<file path="src/design/gtp_pkg.sv">
package gtp_pkg;

    // Pin counts per port
    localparam int unsigned GTP_PA_PINS = 16;
    localparam int unsigned GTP_PB_PINS = 24;
    localparam int unsigned GTP_IRQ_BITS = 16;

    // Register bus geometry
    localparam int unsigned GTP_ADDR_W = 8;
    localparam int unsigned GTP_DATA_W = 32;
    localparam int unsigned GTP_STRB_W = 4;

    // Register byte offsets
    localparam logic [7:0] GTP_OFF_PA_IRQ_FLAGS = 8'h00;
    localparam logic [7:0] GTP_OFF_PB_IRQ_FLAGS = 8'h04;
    localparam logic [7:0] GTP_OFF_PA_IRQ_ENABLE = 8'h08;
    localparam logic [7:0] GTP_OFF_PB_IRQ_ENABLE = 8'h0c;
    localparam logic [7:0] GTP_OFF_PA_IRQ_MODE = 8'h10;
    localparam logic [7:0] GTP_OFF_PB_IRQ_MODE = 8'h14;
    localparam logic [7:0] GTP_OFF_IRQ_REMAP = 8'h18;
    localparam logic [7:0] GTP_OFF_PA_DIRECTION = 8'h20;
    localparam logic [7:0] GTP_OFF_PA_INPUT = 8'h24;
    localparam logic [7:0] GTP_OFF_PA_OUTPUT = 8'h28;
    localparam logic [7:0] GTP_OFF_PA_CLEAR = 8'h2c;
    localparam logic [7:0] GTP_OFF_PA_PULLUP = 8'h30;
    localparam logic [7:0] GTP_OFF_PA_PD_DRV = 8'h34;
    localparam logic [7:0] GTP_OFF_PB_DIRECTION = 8'h40;
    localparam logic [7:0] GTP_OFF_PB_INPUT = 8'h44;
    localparam logic [7:0] GTP_OFF_PB_OUTPUT = 8'h48;

    // Word alignment mask for decode
    localparam logic [7:0] GTP_WORD_MASK = 8'hfc;

    // Reset values
    localparam logic [31:0] GTP_RST_WORD = 32'h0000_0000;
    localparam logic GTP_RST_BIT = 1'b0;

    // Remap select bit and the shared flag positions
    localparam int unsigned GTP_REMAP_BIT = 0;
    localparam int unsigned GTP_REMAP_FLAG_LO = 8;
    localparam int unsigned GTP_REMAP_PIN_LO = 22;

    // Bus responses
    localparam logic [1:0] GTP_RESP_OKAY = 2'h0;
    localparam logic [1:0] GTP_RESP_SLVERR = 2'h2;

endpackage

</file>
<file path="src/design/gtp_gpio_ctrl.sv">
// Operation
// - Port A sixteen pending flags, write one clears, zero leaves alone.
// - Port B sixteen pending flags, same write-one-to-clear behaviour.
// - Port B flags 9:8 follow pins 23:22 or 9:8 per remap select.
// - Port A direction bit one makes output, zero makes input.
// - Port A input register reads live pin levels.
// - Port A output pin drives its output bit while direction is one.
// - Input pin's output bit chooses interrupt polarity high/rising or low/falling.
// - Writing one to port A clear bit zeroes that output bit.
// - Port A pull-up bit enables the pin pull-up.
// - Input pin's pull-down/drive bit enables pull-down.
// - Output pin's pull-down/drive bit selects strong versus weak drive.
// - Twenty-four port B direction bits, one output, zero input.
// - Port B input register reads all twenty-four pin levels.
// - Port B output pin drives its output bit while direction is one.
// - Per-pin interrupt enables for both ports, reset to zero.
// - Per-pin mode bit: one edge trigger, zero level trigger.
`timescale 1ns/1ps
module gtp_gpio_ctrl #(
    parameter int unsigned PA_WIDTH = gtp_pkg::GTP_PA_PINS,
    parameter int unsigned PB_WIDTH = gtp_pkg::GTP_PB_PINS
) (
    input wire logic core_clk,
    input wire logic reset_n,
    input wire logic [gtp_pkg::GTP_ADDR_W-1:0] s_axi_awaddr,
    input wire logic [2:0] s_axi_awprot,
    input wire logic s_axi_awvalid,
    output logic s_axi_awready,
    input wire logic [gtp_pkg::GTP_DATA_W-1:0] s_axi_wdata,
    input wire logic [gtp_pkg::GTP_STRB_W-1:0] s_axi_wstrb,
    input wire logic s_axi_wvalid,
    output logic s_axi_wready,
    output logic [1:0] s_axi_bresp,
    output logic s_axi_bvalid,
    input wire logic s_axi_bready,
    input wire logic [gtp_pkg::GTP_ADDR_W-1:0] s_axi_araddr,
    input wire logic [2:0] s_axi_arprot,
    input wire logic s_axi_arvalid,
    output logic s_axi_arready,
    output logic [gtp_pkg::GTP_DATA_W-1:0] s_axi_rdata,
    output logic [1:0] s_axi_rresp,
    output logic s_axi_rvalid,
    input wire logic s_axi_rready,
    input wire logic [PA_WIDTH-1:0] pa_pin_in,
    output logic [PA_WIDTH-1:0] pa_pin_out,
    output logic [PA_WIDTH-1:0] pa_pin_oe,
    output logic [PA_WIDTH-1:0] pa_pullup_en,
    output logic [PA_WIDTH-1:0] pa_pulldown_en,
    output logic [PA_WIDTH-1:0] pa_drive_strong,
    input wire logic [PB_WIDTH-1:0] pb_pin_in,
    output logic [PB_WIDTH-1:0] pb_pin_out,
    output logic [PB_WIDTH-1:0] pb_pin_oe
);

    localparam int unsigned DW = gtp_pkg::GTP_DATA_W;
    localparam int unsigned IB = gtp_pkg::GTP_IRQ_BITS;
    localparam int unsigned RF = gtp_pkg::GTP_REMAP_FLAG_LO;
    localparam int unsigned RP = gtp_pkg::GTP_REMAP_PIN_LO;

    // Remap needs pins 23:22, and every register is one bus word
    if (PA_WIDTH < IB || PA_WIDTH > DW) begin : g_pa_check
        $error("gtp_gpio_ctrl: PA_WIDTH out of range");
    end
    if (PB_WIDTH < RP + 2 || PB_WIDTH > DW) begin : g_pb_check
        $error("gtp_gpio_ctrl: PB_WIDTH out of range");
    end

    // Byte strobes to a bit mask
    function automatic logic [DW-1:0] strb_mask(input logic [gtp_pkg::GTP_STRB_W-1:0] strb);
        logic [DW-1:0] m;
        m = '0;
        for (int i = 0; i < gtp_pkg::GTP_STRB_W; i++) begin
            m[i*8 +: 8] = {8{strb[i]}};
        end
        return m;
    endfunction

    // Byte-lane merge of a write into a stored word
    function automatic logic [DW-1:0] merge(input logic [DW-1:0] old, input logic [DW-1:0] data,
                                            input logic [DW-1:0] mask);
        return (old & ~mask) | (data & mask);
    endfunction

    // Word-aligned address compare
    function automatic logic addr_is(input logic [7:0] addr, input logic [7:0] off);
        return (addr & gtp_pkg::GTP_WORD_MASK) == off;
    endfunction

    // Bus write channel holding
    logic aw_full;
    logic w_full;
    logic [7:0] wr_addr;
    logic [DW-1:0] wr_data;
    logic [DW-1:0] wr_mask;
    logic wr_fire;
    logic wr_known;

    // Register state
    logic [PA_WIDTH-1:0] pa_dir;
    logic [PA_WIDTH-1:0] pa_out;
    logic [PA_WIDTH-1:0] pa_pu;
    logic [PA_WIDTH-1:0] pa_pd_drv;
    logic [IB-1:0] pa_ien;
    logic [IB-1:0] pa_mode;
    logic [IB-1:0] pa_flags;
    logic [PB_WIDTH-1:0] pb_dir;
    logic [PB_WIDTH-1:0] pb_out;
    logic [IB-1:0] pb_ien;
    logic [IB-1:0] pb_mode;
    logic [IB-1:0] pb_flags;
    logic remap;

    // Interrupt source views
    logic [IB-1:0] pa_hit;
    logic [IB-1:0] pb_hit;
    logic [IB-1:0] pb_irq_level;
    logic [IB-1:0] pb_irq_pol;
    logic [IB-1:0] pb_irq_input;

    // Read path
    logic [DW-1:0] next_rdata;
    logic next_rok;

    // Masked write data, still full bus width; cut to register widths where used
    logic [DW-1:0] wr_bits;
    logic [DW-1:0] wr_sel;

    assign wr_fire = aw_full & w_full & ~s_axi_bvalid;
    assign wr_bits = wr_data & wr_mask;
    assign wr_sel = wr_mask;

    // Write address and data taken in either order
    assign s_axi_awready = ~aw_full & ~s_axi_bvalid;
    assign s_axi_wready = ~w_full & ~s_axi_bvalid;

    always_ff @(posedge core_clk) begin
        if (!reset_n) begin
            aw_full <= 1'b0;
            wr_addr <= '0;
        end else if (s_axi_awvalid && s_axi_awready) begin
            aw_full <= 1'b1;
            wr_addr <= s_axi_awaddr;
        end else if (wr_fire) begin
            aw_full <= 1'b0;
        end
    end

    always_ff @(posedge core_clk) begin
        if (!reset_n) begin
            w_full <= 1'b0;
            wr_data <= '0;
            wr_mask <= '0;
        end else if (s_axi_wvalid && s_axi_wready) begin
            w_full <= 1'b1;
            wr_data <= s_axi_wdata;
            wr_mask <= strb_mask(s_axi_wstrb);
        end else if (wr_fire) begin
            w_full <= 1'b0;
        end
    end

    // Unmapped writes are dropped and answered with an error
    always_comb begin
        case (wr_addr & gtp_pkg::GTP_WORD_MASK)
            gtp_pkg::GTP_OFF_PA_IRQ_FLAGS, gtp_pkg::GTP_OFF_PB_IRQ_FLAGS,
            gtp_pkg::GTP_OFF_PA_IRQ_ENABLE, gtp_pkg::GTP_OFF_PB_IRQ_ENABLE,
            gtp_pkg::GTP_OFF_PA_IRQ_MODE, gtp_pkg::GTP_OFF_PB_IRQ_MODE,
            gtp_pkg::GTP_OFF_IRQ_REMAP, gtp_pkg::GTP_OFF_PA_DIRECTION,
            gtp_pkg::GTP_OFF_PA_INPUT, gtp_pkg::GTP_OFF_PA_OUTPUT,
            gtp_pkg::GTP_OFF_PA_CLEAR, gtp_pkg::GTP_OFF_PA_PULLUP,
            gtp_pkg::GTP_OFF_PA_PD_DRV, gtp_pkg::GTP_OFF_PB_DIRECTION,
            gtp_pkg::GTP_OFF_PB_INPUT, gtp_pkg::GTP_OFF_PB_OUTPUT: wr_known = 1'b1;
            default: wr_known = 1'b0;
        endcase
    end

    always_ff @(posedge core_clk) begin
        if (!reset_n) begin
            s_axi_bvalid <= 1'b0;
            s_axi_bresp <= gtp_pkg::GTP_RESP_OKAY;
        end else if (wr_fire) begin
            s_axi_bvalid <= 1'b1;
            s_axi_bresp <= wr_known ? gtp_pkg::GTP_RESP_OKAY : gtp_pkg::GTP_RESP_SLVERR;
        end else if (s_axi_bready) begin
            s_axi_bvalid <= 1'b0;
        end
    end

    // Port A configuration
    always_ff @(posedge core_clk) begin
        if (!reset_n) begin
            pa_dir <= PA_WIDTH'(gtp_pkg::GTP_RST_WORD);
            pa_pu <= PA_WIDTH'(gtp_pkg::GTP_RST_WORD);
            pa_pd_drv <= PA_WIDTH'(gtp_pkg::GTP_RST_WORD);
        end else if (wr_fire) begin
            if (addr_is(wr_addr, gtp_pkg::GTP_OFF_PA_DIRECTION)) begin
                pa_dir <= PA_WIDTH'(merge(DW'(pa_dir), wr_data, wr_mask));
            end
            if (addr_is(wr_addr, gtp_pkg::GTP_OFF_PA_PULLUP)) begin
                pa_pu <= PA_WIDTH'(merge(DW'(pa_pu), wr_data, wr_mask));
            end
            if (addr_is(wr_addr, gtp_pkg::GTP_OFF_PA_PD_DRV)) begin
                pa_pd_drv <= PA_WIDTH'(merge(DW'(pa_pd_drv), wr_data, wr_mask));
            end
        end
    end

    // Port A output level, with its clear register
    always_ff @(posedge core_clk) begin
        if (!reset_n) begin
            pa_out <= PA_WIDTH'(gtp_pkg::GTP_RST_WORD);
        end else if (wr_fire && addr_is(wr_addr, gtp_pkg::GTP_OFF_PA_OUTPUT)) begin
            pa_out <= PA_WIDTH'(merge(DW'(pa_out), wr_data, wr_mask));
        end else if (wr_fire && addr_is(wr_addr, gtp_pkg::GTP_OFF_PA_CLEAR)) begin
            pa_out <= pa_out & ~PA_WIDTH'(wr_bits);
        end
    end

    // Port B configuration and output level
    always_ff @(posedge core_clk) begin
        if (!reset_n) begin
            pb_dir <= PB_WIDTH'(gtp_pkg::GTP_RST_WORD);
            pb_out <= PB_WIDTH'(gtp_pkg::GTP_RST_WORD);
        end else if (wr_fire) begin
            if (addr_is(wr_addr, gtp_pkg::GTP_OFF_PB_DIRECTION)) begin
                pb_dir <= PB_WIDTH'(merge(DW'(pb_dir), wr_data, wr_mask));
            end
            if (addr_is(wr_addr, gtp_pkg::GTP_OFF_PB_OUTPUT)) begin
                pb_out <= PB_WIDTH'(merge(DW'(pb_out), wr_data, wr_mask));
            end
        end
    end

    // Interrupt enables, modes and remap select
    always_ff @(posedge core_clk) begin
        if (!reset_n) begin
            pa_ien <= IB'(gtp_pkg::GTP_RST_WORD);
            pb_ien <= IB'(gtp_pkg::GTP_RST_WORD);
            pa_mode <= IB'(gtp_pkg::GTP_RST_WORD);
            pb_mode <= IB'(gtp_pkg::GTP_RST_WORD);
            remap <= gtp_pkg::GTP_RST_BIT;
        end else if (wr_fire) begin
            if (addr_is(wr_addr, gtp_pkg::GTP_OFF_PA_IRQ_ENABLE)) begin
                pa_ien <= IB'(merge(DW'(pa_ien), wr_data, wr_mask));
            end
            if (addr_is(wr_addr, gtp_pkg::GTP_OFF_PB_IRQ_ENABLE)) begin
                pb_ien <= IB'(merge(DW'(pb_ien), wr_data, wr_mask));
            end
            if (addr_is(wr_addr, gtp_pkg::GTP_OFF_PA_IRQ_MODE)) begin
                pa_mode <= IB'(merge(DW'(pa_mode), wr_data, wr_mask));
            end
            if (addr_is(wr_addr, gtp_pkg::GTP_OFF_PB_IRQ_MODE)) begin
                pb_mode <= IB'(merge(DW'(pb_mode), wr_data, wr_mask));
            end
            if (addr_is(wr_addr, gtp_pkg::GTP_OFF_IRQ_REMAP) &&
                wr_sel[gtp_pkg::GTP_REMAP_BIT]) begin
                remap <= wr_data[gtp_pkg::GTP_REMAP_BIT];
            end
        end
    end

    // Port B interrupt view, flags 9:8 shared between two pin pairs
    always_comb begin
        pb_irq_level = pb_pin_in[IB-1:0];
        pb_irq_pol = pb_out[IB-1:0];
        pb_irq_input = ~pb_dir[IB-1:0];
        if (remap) begin
            pb_irq_level[RF +: 2] = pb_pin_in[RP +: 2];
            pb_irq_pol[RF +: 2] = pb_out[RP +: 2];
            pb_irq_input[RF +: 2] = ~pb_dir[RP +: 2];
        end
    end

    // Switching remap may look like an edge on flags 9:8; mask first
    gtp_irq_detect #(
        .WIDTH(IB)
    ) u_pa_detect (
        .core_clk(core_clk),
        .reset_n(reset_n),
        .level(pa_pin_in[IB-1:0]),
        .polarity(pa_out[IB-1:0]),
        .enable(pa_ien),
        .edge_mode(pa_mode),
        .is_input(~pa_dir[IB-1:0]),
        .hit(pa_hit)
    );

    gtp_irq_detect #(
        .WIDTH(IB)
    ) u_pb_detect (
        .core_clk(core_clk),
        .reset_n(reset_n),
        .level(pb_irq_level),
        .polarity(pb_irq_pol),
        .enable(pb_ien),
        .edge_mode(pb_mode),
        .is_input(pb_irq_input),
        .hit(pb_hit)
    );

    // Flags: a new hit beats a clear in the same cycle
    always_ff @(posedge core_clk) begin
        if (!reset_n) begin
            pa_flags <= IB'(gtp_pkg::GTP_RST_WORD);
            pb_flags <= IB'(gtp_pkg::GTP_RST_WORD);
        end else begin
            if (wr_fire && addr_is(wr_addr, gtp_pkg::GTP_OFF_PA_IRQ_FLAGS)) begin
                pa_flags <= (pa_flags & ~IB'(wr_bits)) | pa_hit;
            end else begin
                pa_flags <= pa_flags | pa_hit;
            end
            if (wr_fire && addr_is(wr_addr, gtp_pkg::GTP_OFF_PB_IRQ_FLAGS)) begin
                pb_flags <= (pb_flags & ~IB'(wr_bits)) | pb_hit;
            end else begin
                pb_flags <= pb_flags | pb_hit;
            end
        end
    end

    // Read decode; unused upper bits read zero
    always_comb begin
        next_rdata = '0;
        next_rok = 1'b1;
        case (s_axi_araddr & gtp_pkg::GTP_WORD_MASK)
            gtp_pkg::GTP_OFF_PA_IRQ_FLAGS: next_rdata = DW'(pa_flags);
            gtp_pkg::GTP_OFF_PB_IRQ_FLAGS: next_rdata = DW'(pb_flags);
            gtp_pkg::GTP_OFF_PA_IRQ_ENABLE: next_rdata = DW'(pa_ien);
            gtp_pkg::GTP_OFF_PB_IRQ_ENABLE: next_rdata = DW'(pb_ien);
            gtp_pkg::GTP_OFF_PA_IRQ_MODE: next_rdata = DW'(pa_mode);
            gtp_pkg::GTP_OFF_PB_IRQ_MODE: next_rdata = DW'(pb_mode);
            gtp_pkg::GTP_OFF_IRQ_REMAP: next_rdata = DW'(remap);
            gtp_pkg::GTP_OFF_PA_DIRECTION: next_rdata = DW'(pa_dir);
            gtp_pkg::GTP_OFF_PA_INPUT: next_rdata = DW'(pa_pin_in);
            gtp_pkg::GTP_OFF_PA_OUTPUT: next_rdata = DW'(pa_out);
            gtp_pkg::GTP_OFF_PA_CLEAR: next_rdata = '0;
            gtp_pkg::GTP_OFF_PA_PULLUP: next_rdata = DW'(pa_pu);
            gtp_pkg::GTP_OFF_PA_PD_DRV: next_rdata = DW'(pa_pd_drv);
            gtp_pkg::GTP_OFF_PB_DIRECTION: next_rdata = DW'(pb_dir);
            gtp_pkg::GTP_OFF_PB_INPUT: next_rdata = DW'(pb_pin_in);
            gtp_pkg::GTP_OFF_PB_OUTPUT: next_rdata = DW'(pb_out);
            default: next_rok = 1'b0;
        endcase
    end

    // One read in flight; a new address only after the data is taken
    assign s_axi_arready = ~s_axi_rvalid;

    always_ff @(posedge core_clk) begin
        if (!reset_n) begin
            s_axi_rvalid <= 1'b0;
            s_axi_rdata <= '0;
            s_axi_rresp <= gtp_pkg::GTP_RESP_OKAY;
        end else if (s_axi_arvalid && s_axi_arready) begin
            s_axi_rvalid <= 1'b1;
            s_axi_rdata <= next_rdata;
            s_axi_rresp <= next_rok ? gtp_pkg::GTP_RESP_OKAY : gtp_pkg::GTP_RESP_SLVERR;
        end else if (s_axi_rready) begin
            s_axi_rvalid <= 1'b0;
        end
    end

    // Pin controls from register flops; pull-down and drive strength gated by direction
    assign pa_pin_out = pa_out;
    assign pa_pin_oe = pa_dir;
    assign pa_pullup_en = pa_pu;
    assign pa_pulldown_en = pa_pd_drv & ~pa_dir;
    assign pa_drive_strong = pa_pd_drv & pa_dir;
    assign pb_pin_out = pb_out;
    assign pb_pin_oe = pb_dir;

endmodule // gtp_gpio_ctrl

</file>
<file path="src/design/gtp_irq_detect.sv">
`timescale 1ns/1ps
module gtp_irq_detect #(
    parameter int unsigned WIDTH = 16
) (
    input wire logic core_clk,
    input wire logic reset_n,
    input wire logic [WIDTH-1:0] level,
    input wire logic [WIDTH-1:0] polarity,
    input wire logic [WIDTH-1:0] enable,
    input wire logic [WIDTH-1:0] edge_mode,
    input wire logic [WIDTH-1:0] is_input,
    output logic [WIDTH-1:0] hit
);

    logic [WIDTH-1:0] prev_level;
    logic [WIDTH-1:0] matched;
    logic [WIDTH-1:0] changed;

    // Previous level, not previous match, so a polarity change alone never fires an edge-mode pin
    always_ff @(posedge core_clk) begin
        if (!reset_n) begin
            prev_level <= '0;
        end else begin
            prev_level <= level;
        end
    end

    assign matched = ~(level ^ polarity);
    assign changed = level ^ prev_level;

    // Edge when changed into the chosen polarity, else level while matching
    assign hit = enable & is_input & matched & (~edge_mode | changed);

endmodule // gtp_irq_detect

</file>
<file path="config.mk">
export PLATFORM = sky130hd
export DESIGN_NAME = gtp_gpio_ctrl
export DESIGN_NICKNAME = d
export VERILOG_FILES = /design/src/design/gtp_pkg.sv /design/src/design/gtp_gpio_ctrl.sv /design/src/design/gtp_irq_detect.sv
export SDC_FILE = /design/constraint.sdc
export NUM_CORES = 1
export LEC_CHECK = 0
export ABC_AREA = 0
export BUFFER_PORTS_ARGS = -buffer_cell sky130_fd_sc_hd__buf_2
export CAP_MARGIN = 15
export CORE_MARGIN = 2
export CORE_UTILIZATION = 56
export DETAILED_ROUTE_END_ITERATION = 10
export MAX_ROUTING_LAYER = met4
export PLACE_DENSITY = 0.88
export SYNTH_ARGS = -nofsm -noshare
export SYNTH_HDL_FRONTEND = slang
export SYNTH_SLANG_ARGS = --single-unit
</file>
<file path="constraint.sdc">
create_clock -name core_clk -period 2.2 [get_ports core_clk]
set_input_delay 0.22 -clock core_clk [delete_from_list [all_inputs] [get_ports core_clk]]
set_output_delay 0.22 -clock core_clk [all_outputs]
set_load 0.005 [all_outputs]
</file>
# ---- Word-level counts from Yosys, hierarchy flattened
# Cells that the tools add are included.
dict set report totals {
  reg_bits 330
  input_bits 105
  elab_cells 160
}
dict set report classes {
  eq_ne 30
  muxes 19
  bitwise_logic 59
  n_reduce_logical 27
}
# operator count
set ops {}
lappend ops {{one-hot mux 24 bit (15 select lines)} 1}
lappend ops {{bitwise AND 16 bit} 19}
lappend ops {{OR 16 bit} 14}
lappend ops {{inverter 16 bit} 7}
lappend ops {{bitwise AND 24 bit} 3}
lappend ops {{equality test 6 x 4 -> 1 bit, second input constant} 12}
lappend ops {{2-to-1 mux 16 bit} 4}
lappend ops {{bitwise XOR 16 bit} 4}
lappend ops {{OR 24 bit} 2}
lappend ops {{equality test 6 x 3 -> 1 bit, second input constant} 6}
lappend ops {{equality test 6 x 5 -> 1 bit, second input constant} 6}
lappend ops {{OR reduction 16 bit} 2}
lappend ops {{equality test 6 x 2 -> 1 bit, second input constant} 4}
lappend ops {{inverter 24 bit} 1}
lappend ops {{AND reduction 2 bit} 10}
lappend ops {{logical NOT 8 bit} 2}
lappend ops {{equality test 6 x 1 -> 1 bit, second input constant} 2}
lappend ops {{2-to-1 mux 2 bit} 5}
lappend ops {{nonzero test 2 bit} 5}
lappend ops {{2-to-1 mux 1 bit} 9}
lappend ops {{logical AND 1 bit} 8}
lappend ops {{bitwise AND 1 bit} 4}
lappend ops {{inverter 1 bit} 4}
lappend ops {{inverter 2 bit} 1}

# ---- Longest topological paths before layout
dict set report depth {
  depth_word 7
  mapped_depth 8
  mapped_depth_nobuf 5
}

# ---- Cells and area by module
# A second synthesis with hierarchy kept.
dict set report unflattened {
  hier_cells 1692
  hier_area_um2 15243.4
}
# mod instances cells_each area_per_inst_um2 seq_area_each_um2
set modules_own_cells {}
lappend modules_own_cells {gtp_gpio_ctrl 1 1498 13311.5 5445.2}
lappend modules_own_cells {gtp_irq_detect 2 97 965.9 320.3}

# ---- Worst setup path after synthesis
# Ideal clock, no wire load.
dict set report synth_path {
  path_type {reg2reg}
  startpoint {register wr_addr[7]}
  endpoint {register with a tool-made name}
  setup_ns 0.116
  t_arrival_ns 1.634
  slack_ns 0.450
  path_stages_with_launch 7
  n_path_buf 1
  synth_period_minus_slack_ns 1.750
  path_cell_list {dfxtp_1 > or4b_4 > nor2_4 > and3_1 > buf_6 > mux2i_1 > nor2b_1}
}
# item line_no
set synth_lines {}
lappend synth_lines {{start: declaration} gtp_gpio_ctrl.sv:92} ;# logic [7:0] wr_addr;
lappend synth_lines {{start signal: assignment} gtp_gpio_ctrl.sv:142} ;# wr_addr <= s_axi_awaddr;

==> results.sh <==
export IMPL_status="complete, no violations"
export IMPL_yosys_area_share_simple_pct=23.8
export IMPL_synthCells=1703
export IMPL_avgSynthCellArea_um2=8.72
export IMPL_gp_congestion=0.980
export IMPL_drc=0
export IMPL_synthMuxAreaShare_pct=9.90
export IMPL_coreArea_um2=26100
export IMPL_portBuffers=244
export IMPL_syn_cell_area_um2=14800
export IMPL_stdcell_count=2359
export IMPL_min_delay_start="pa_pin_in[15]"
export IMPL_min_period_ns=2.06
export IMPL_rows=59
export IMPL_die_h_um=167
export IMPL_worst_setup_path_type="register to register"
export IMPL_worstPathArrival_ns=2.50
export IMPL_wl_per_cell_um=21.7
export IMPL_r2r_setup_slack_ns=0.14
export IMPL_hold_viol_final=0
export IMPL_firstDrtPassIters=5
export IMPL_critPathCaptureType="register"
export IMPL_cts_buffers=34
export IMPL_synth_top_family_by_area="simple AND/OR/NAND/NOR gates"
export IMPL_min_period_over_period_pct=93.8
export IMPL_clk_path_buf_depth=3
export IMPL_wl_um=51200
export IMPL_final_common_cell="dfxtp_1"
export IMPL_antenna_found_initial=0
export IMPL_dpl_cell_count=2236
export IMPL_first_iter_violations=1592
export IMPL_swShare_pct=24.0
export IMPL_cpPeakStageDelay_ns=0.60
export IMPL_postRouteAntennaNets=0
export IMPL_required_ns=2.64
export IMPL_grt_pass1_vias=13700
export IMPL_synthFlopType="dfxtp_1"
export IMPL_ys_async_sr_fraction_pct=0
export IMPL_slowest_stage="dfxtp_1"
export IMPL_switchingPower_uw=3070
export IMPL_min_to="u_pa_detect.prev_level[15]"
export IMPL_rsz0062_at_grt="no"
export IMPL_final_nets=2103
export IMPL_synthDistinctLibCells=70
export IMPL_synth_seq_cells=304
export IMPL_synth_edf_count=0
export IMPL_reg2reg_from="wr_addr[3]"
export IMPL_synth_xor_area_share_pct=2.24
export IMPL_peakVddDrop_mv=0.642
export IMPL_initial_utilization_pct=57.0
export IMPL_critPathMaxFanout=10
export IMPL_syn_to_final_growth_pct=23.4
export IMPL_n_antenna_cell=0
export IMPL_avgViaCountPerCell=6.08
export IMPL_layout_common_cells="dfxtp_1, nand2_1, buf_2"
export IMPL_finalSetupTns_ns=0
export IMPL_crit_start="wr_addr[3]"
export IMPL_maxSlewViolCount=0
export IMPL_grt_max_degree=208
export IMPL_p_leak_uw=0.00742
export IMPL_root_buffer="clkbuf_16"
export IMPL_htreeDepth=2
export IMPL_start_kind="register"
export IMPL_grt_first_pass_wirelength_um=78600
export IMPL_seqPwrFrac_pct=44.9
export IMPL_hpwl_um=35400
export IMPL_die_w_um=167
export IMPL_cts_tree="yes"
export IMPL_p_per_area_nw_per_um2=698
export IMPL_rr_worst_depth=6
export IMPL_min_path_cells=2
export IMPL_setup_viol=0
export IMPL_drive_above_1_share_pct=19.7
export IMPL_grt_total_usage_pct=36.5
export IMPL_fin_skew_ns=0.0182
export IMPL_ys_seq_area_share_pct=41.0
export IMPL_ys_warn_count=0
export IMPL_maxSlewHeadroom_pct=46.2
export IMPL_io_pins=274
export IMPL_power_frac_comb_pct=7.5
export IMPL_worst_slew_pin_slew_ns=0.786
export IMPL_p_clk_share_pct=47.6
export IMPL_hp_class="primary input to register"
export IMPL_die_area_um2=27800
export IMPL_cts_clk_slew_worst_paths_ns=0.06
export IMPL_synth_compound_area_share_pct=18.6
export IMPL_vias=14300
export IMPL_insertion_delay_ns=0.53
export IMPL_clock_sinks=304
export IMPL_cts_setup_buffers=0
export IMPL_yosys_area_share_adder_pct=0
export IMPL_grt_ovfl_total=0
export IMPL_p_int_uw=9710
export IMPL_fmax_mhz=485
export IMPL_drv_cap=0
export IMPL_path_cells="nor2b_1 -> nand4_1 -> nor2_1 -> buf_4 -> nand2_1 -> a21boi_0"
## cells in the mapped netlist (all sizes together), types with 14 or more instances
master   count  area (µm²)
a2111oi     19         166
a21boi     180        1350
a21oi       17        85.1
a22oi       17         128
a31oi       16         100
and2        52         325
buf         48         297
clkbuf      77         290
dfxtp      304        6090
inv         20        75.1
mux2i      130        1300
nand2      286        1080
nand3       73         378
nor2        38         158
nor2b      131         820
nor3        24         131
nor3b       19         154
nor4        14        93.8
o21a        34         255
o21ai       44         220
o22ai       15        93.8
xnor2       16         140
xor2        22         193
## through the flow
step | hold slack, ns | instance area, µm² | worst slack (ns) | util [%] | total power (µW)
floorplan | 0.342 | 14900 | 0.450 | - | 6330
global placement | 0.449 | 16500 | 0.291 | 63.4 | 6670
detailed placement | 0.448 | 16500 | 0.218 | 63.4 | 6690
CTS | 0.00235 | 18300 | 0.188 | 70.3 | 12800
global route | 0.0113 | 18300 | 0.0139 | 70.3 | 13100
finish | 0.0119 | 18300 | 0.137 | 70.3 | 12800
## layout make-up
class / count / area (µm²)
Inverter: 20 / 75.1
Sequential cell: 304 / 6090
Clock buffer: 47 / 930
Fill cell: 1956 / 7740
Tap cell: 335 / 419
Multi-Input combinational cell: 1263 / 8140
Timing Repair Buffer: 375 / 2410
Clock inverter: 15 / 255
## how the worst max path moves through the flow
stage | end | cells past startpoint
after floorplan | register | 6
after global placement | s_axi_rdata[0] | 8
after detailed placement | pa_flags[4] | 6
after CTS | pa_flags[5] | 6
after global routing | register | 6
final | register | 6
## per-layer routing
metal	GRT usage [%]	up-vias	wire length [µm]
li1	-	6515	-
met1	48.6	6839	21100
met2	56.8	878	23300
met3	7.49	109	5640
met4	9.78	0	1220
met5	-	-	0
## critical path: cells and delay by family, from the launching register on
family | cells | cell delay [ns]
AND/OR/NAND/NOR | 4 | 0.98
flip-flops | 1 | 0.60
buffers and inverters | 1 | 0.22
AO/OA/AOI/OAI | 1 | 0.19
## power groups by stage
stage / registers (µW) / clock network, µW / logic, µW
3_3_place_gp: 5840 / 0 / 824
6_report: 5750 / 6080 / 961
5_1_grt: 5750 / 6320 / 1020
4_1_cts: 5730 / 6090 / 933
2_1_floorplan: 5760 / 0 / 577
3_5_place_dp: 5850 / 0 / 841
## logic make-up after synthesis
group,Yosys count
flops,304
xor+xnor,38
compound gates,383
simple gates,689
other cells,1
buf+inv,145
mux,143
## what timing repair did
item | 4_1_cts | 5_1_grt
hold endpoints to repair | 61 | 0
hold buffers | 61 | 0
endpoints found under the setup margin | 0 | 4
gates resized for setup | 0 | 3
No activity file was read; power rests on OpenSTA's default activity.
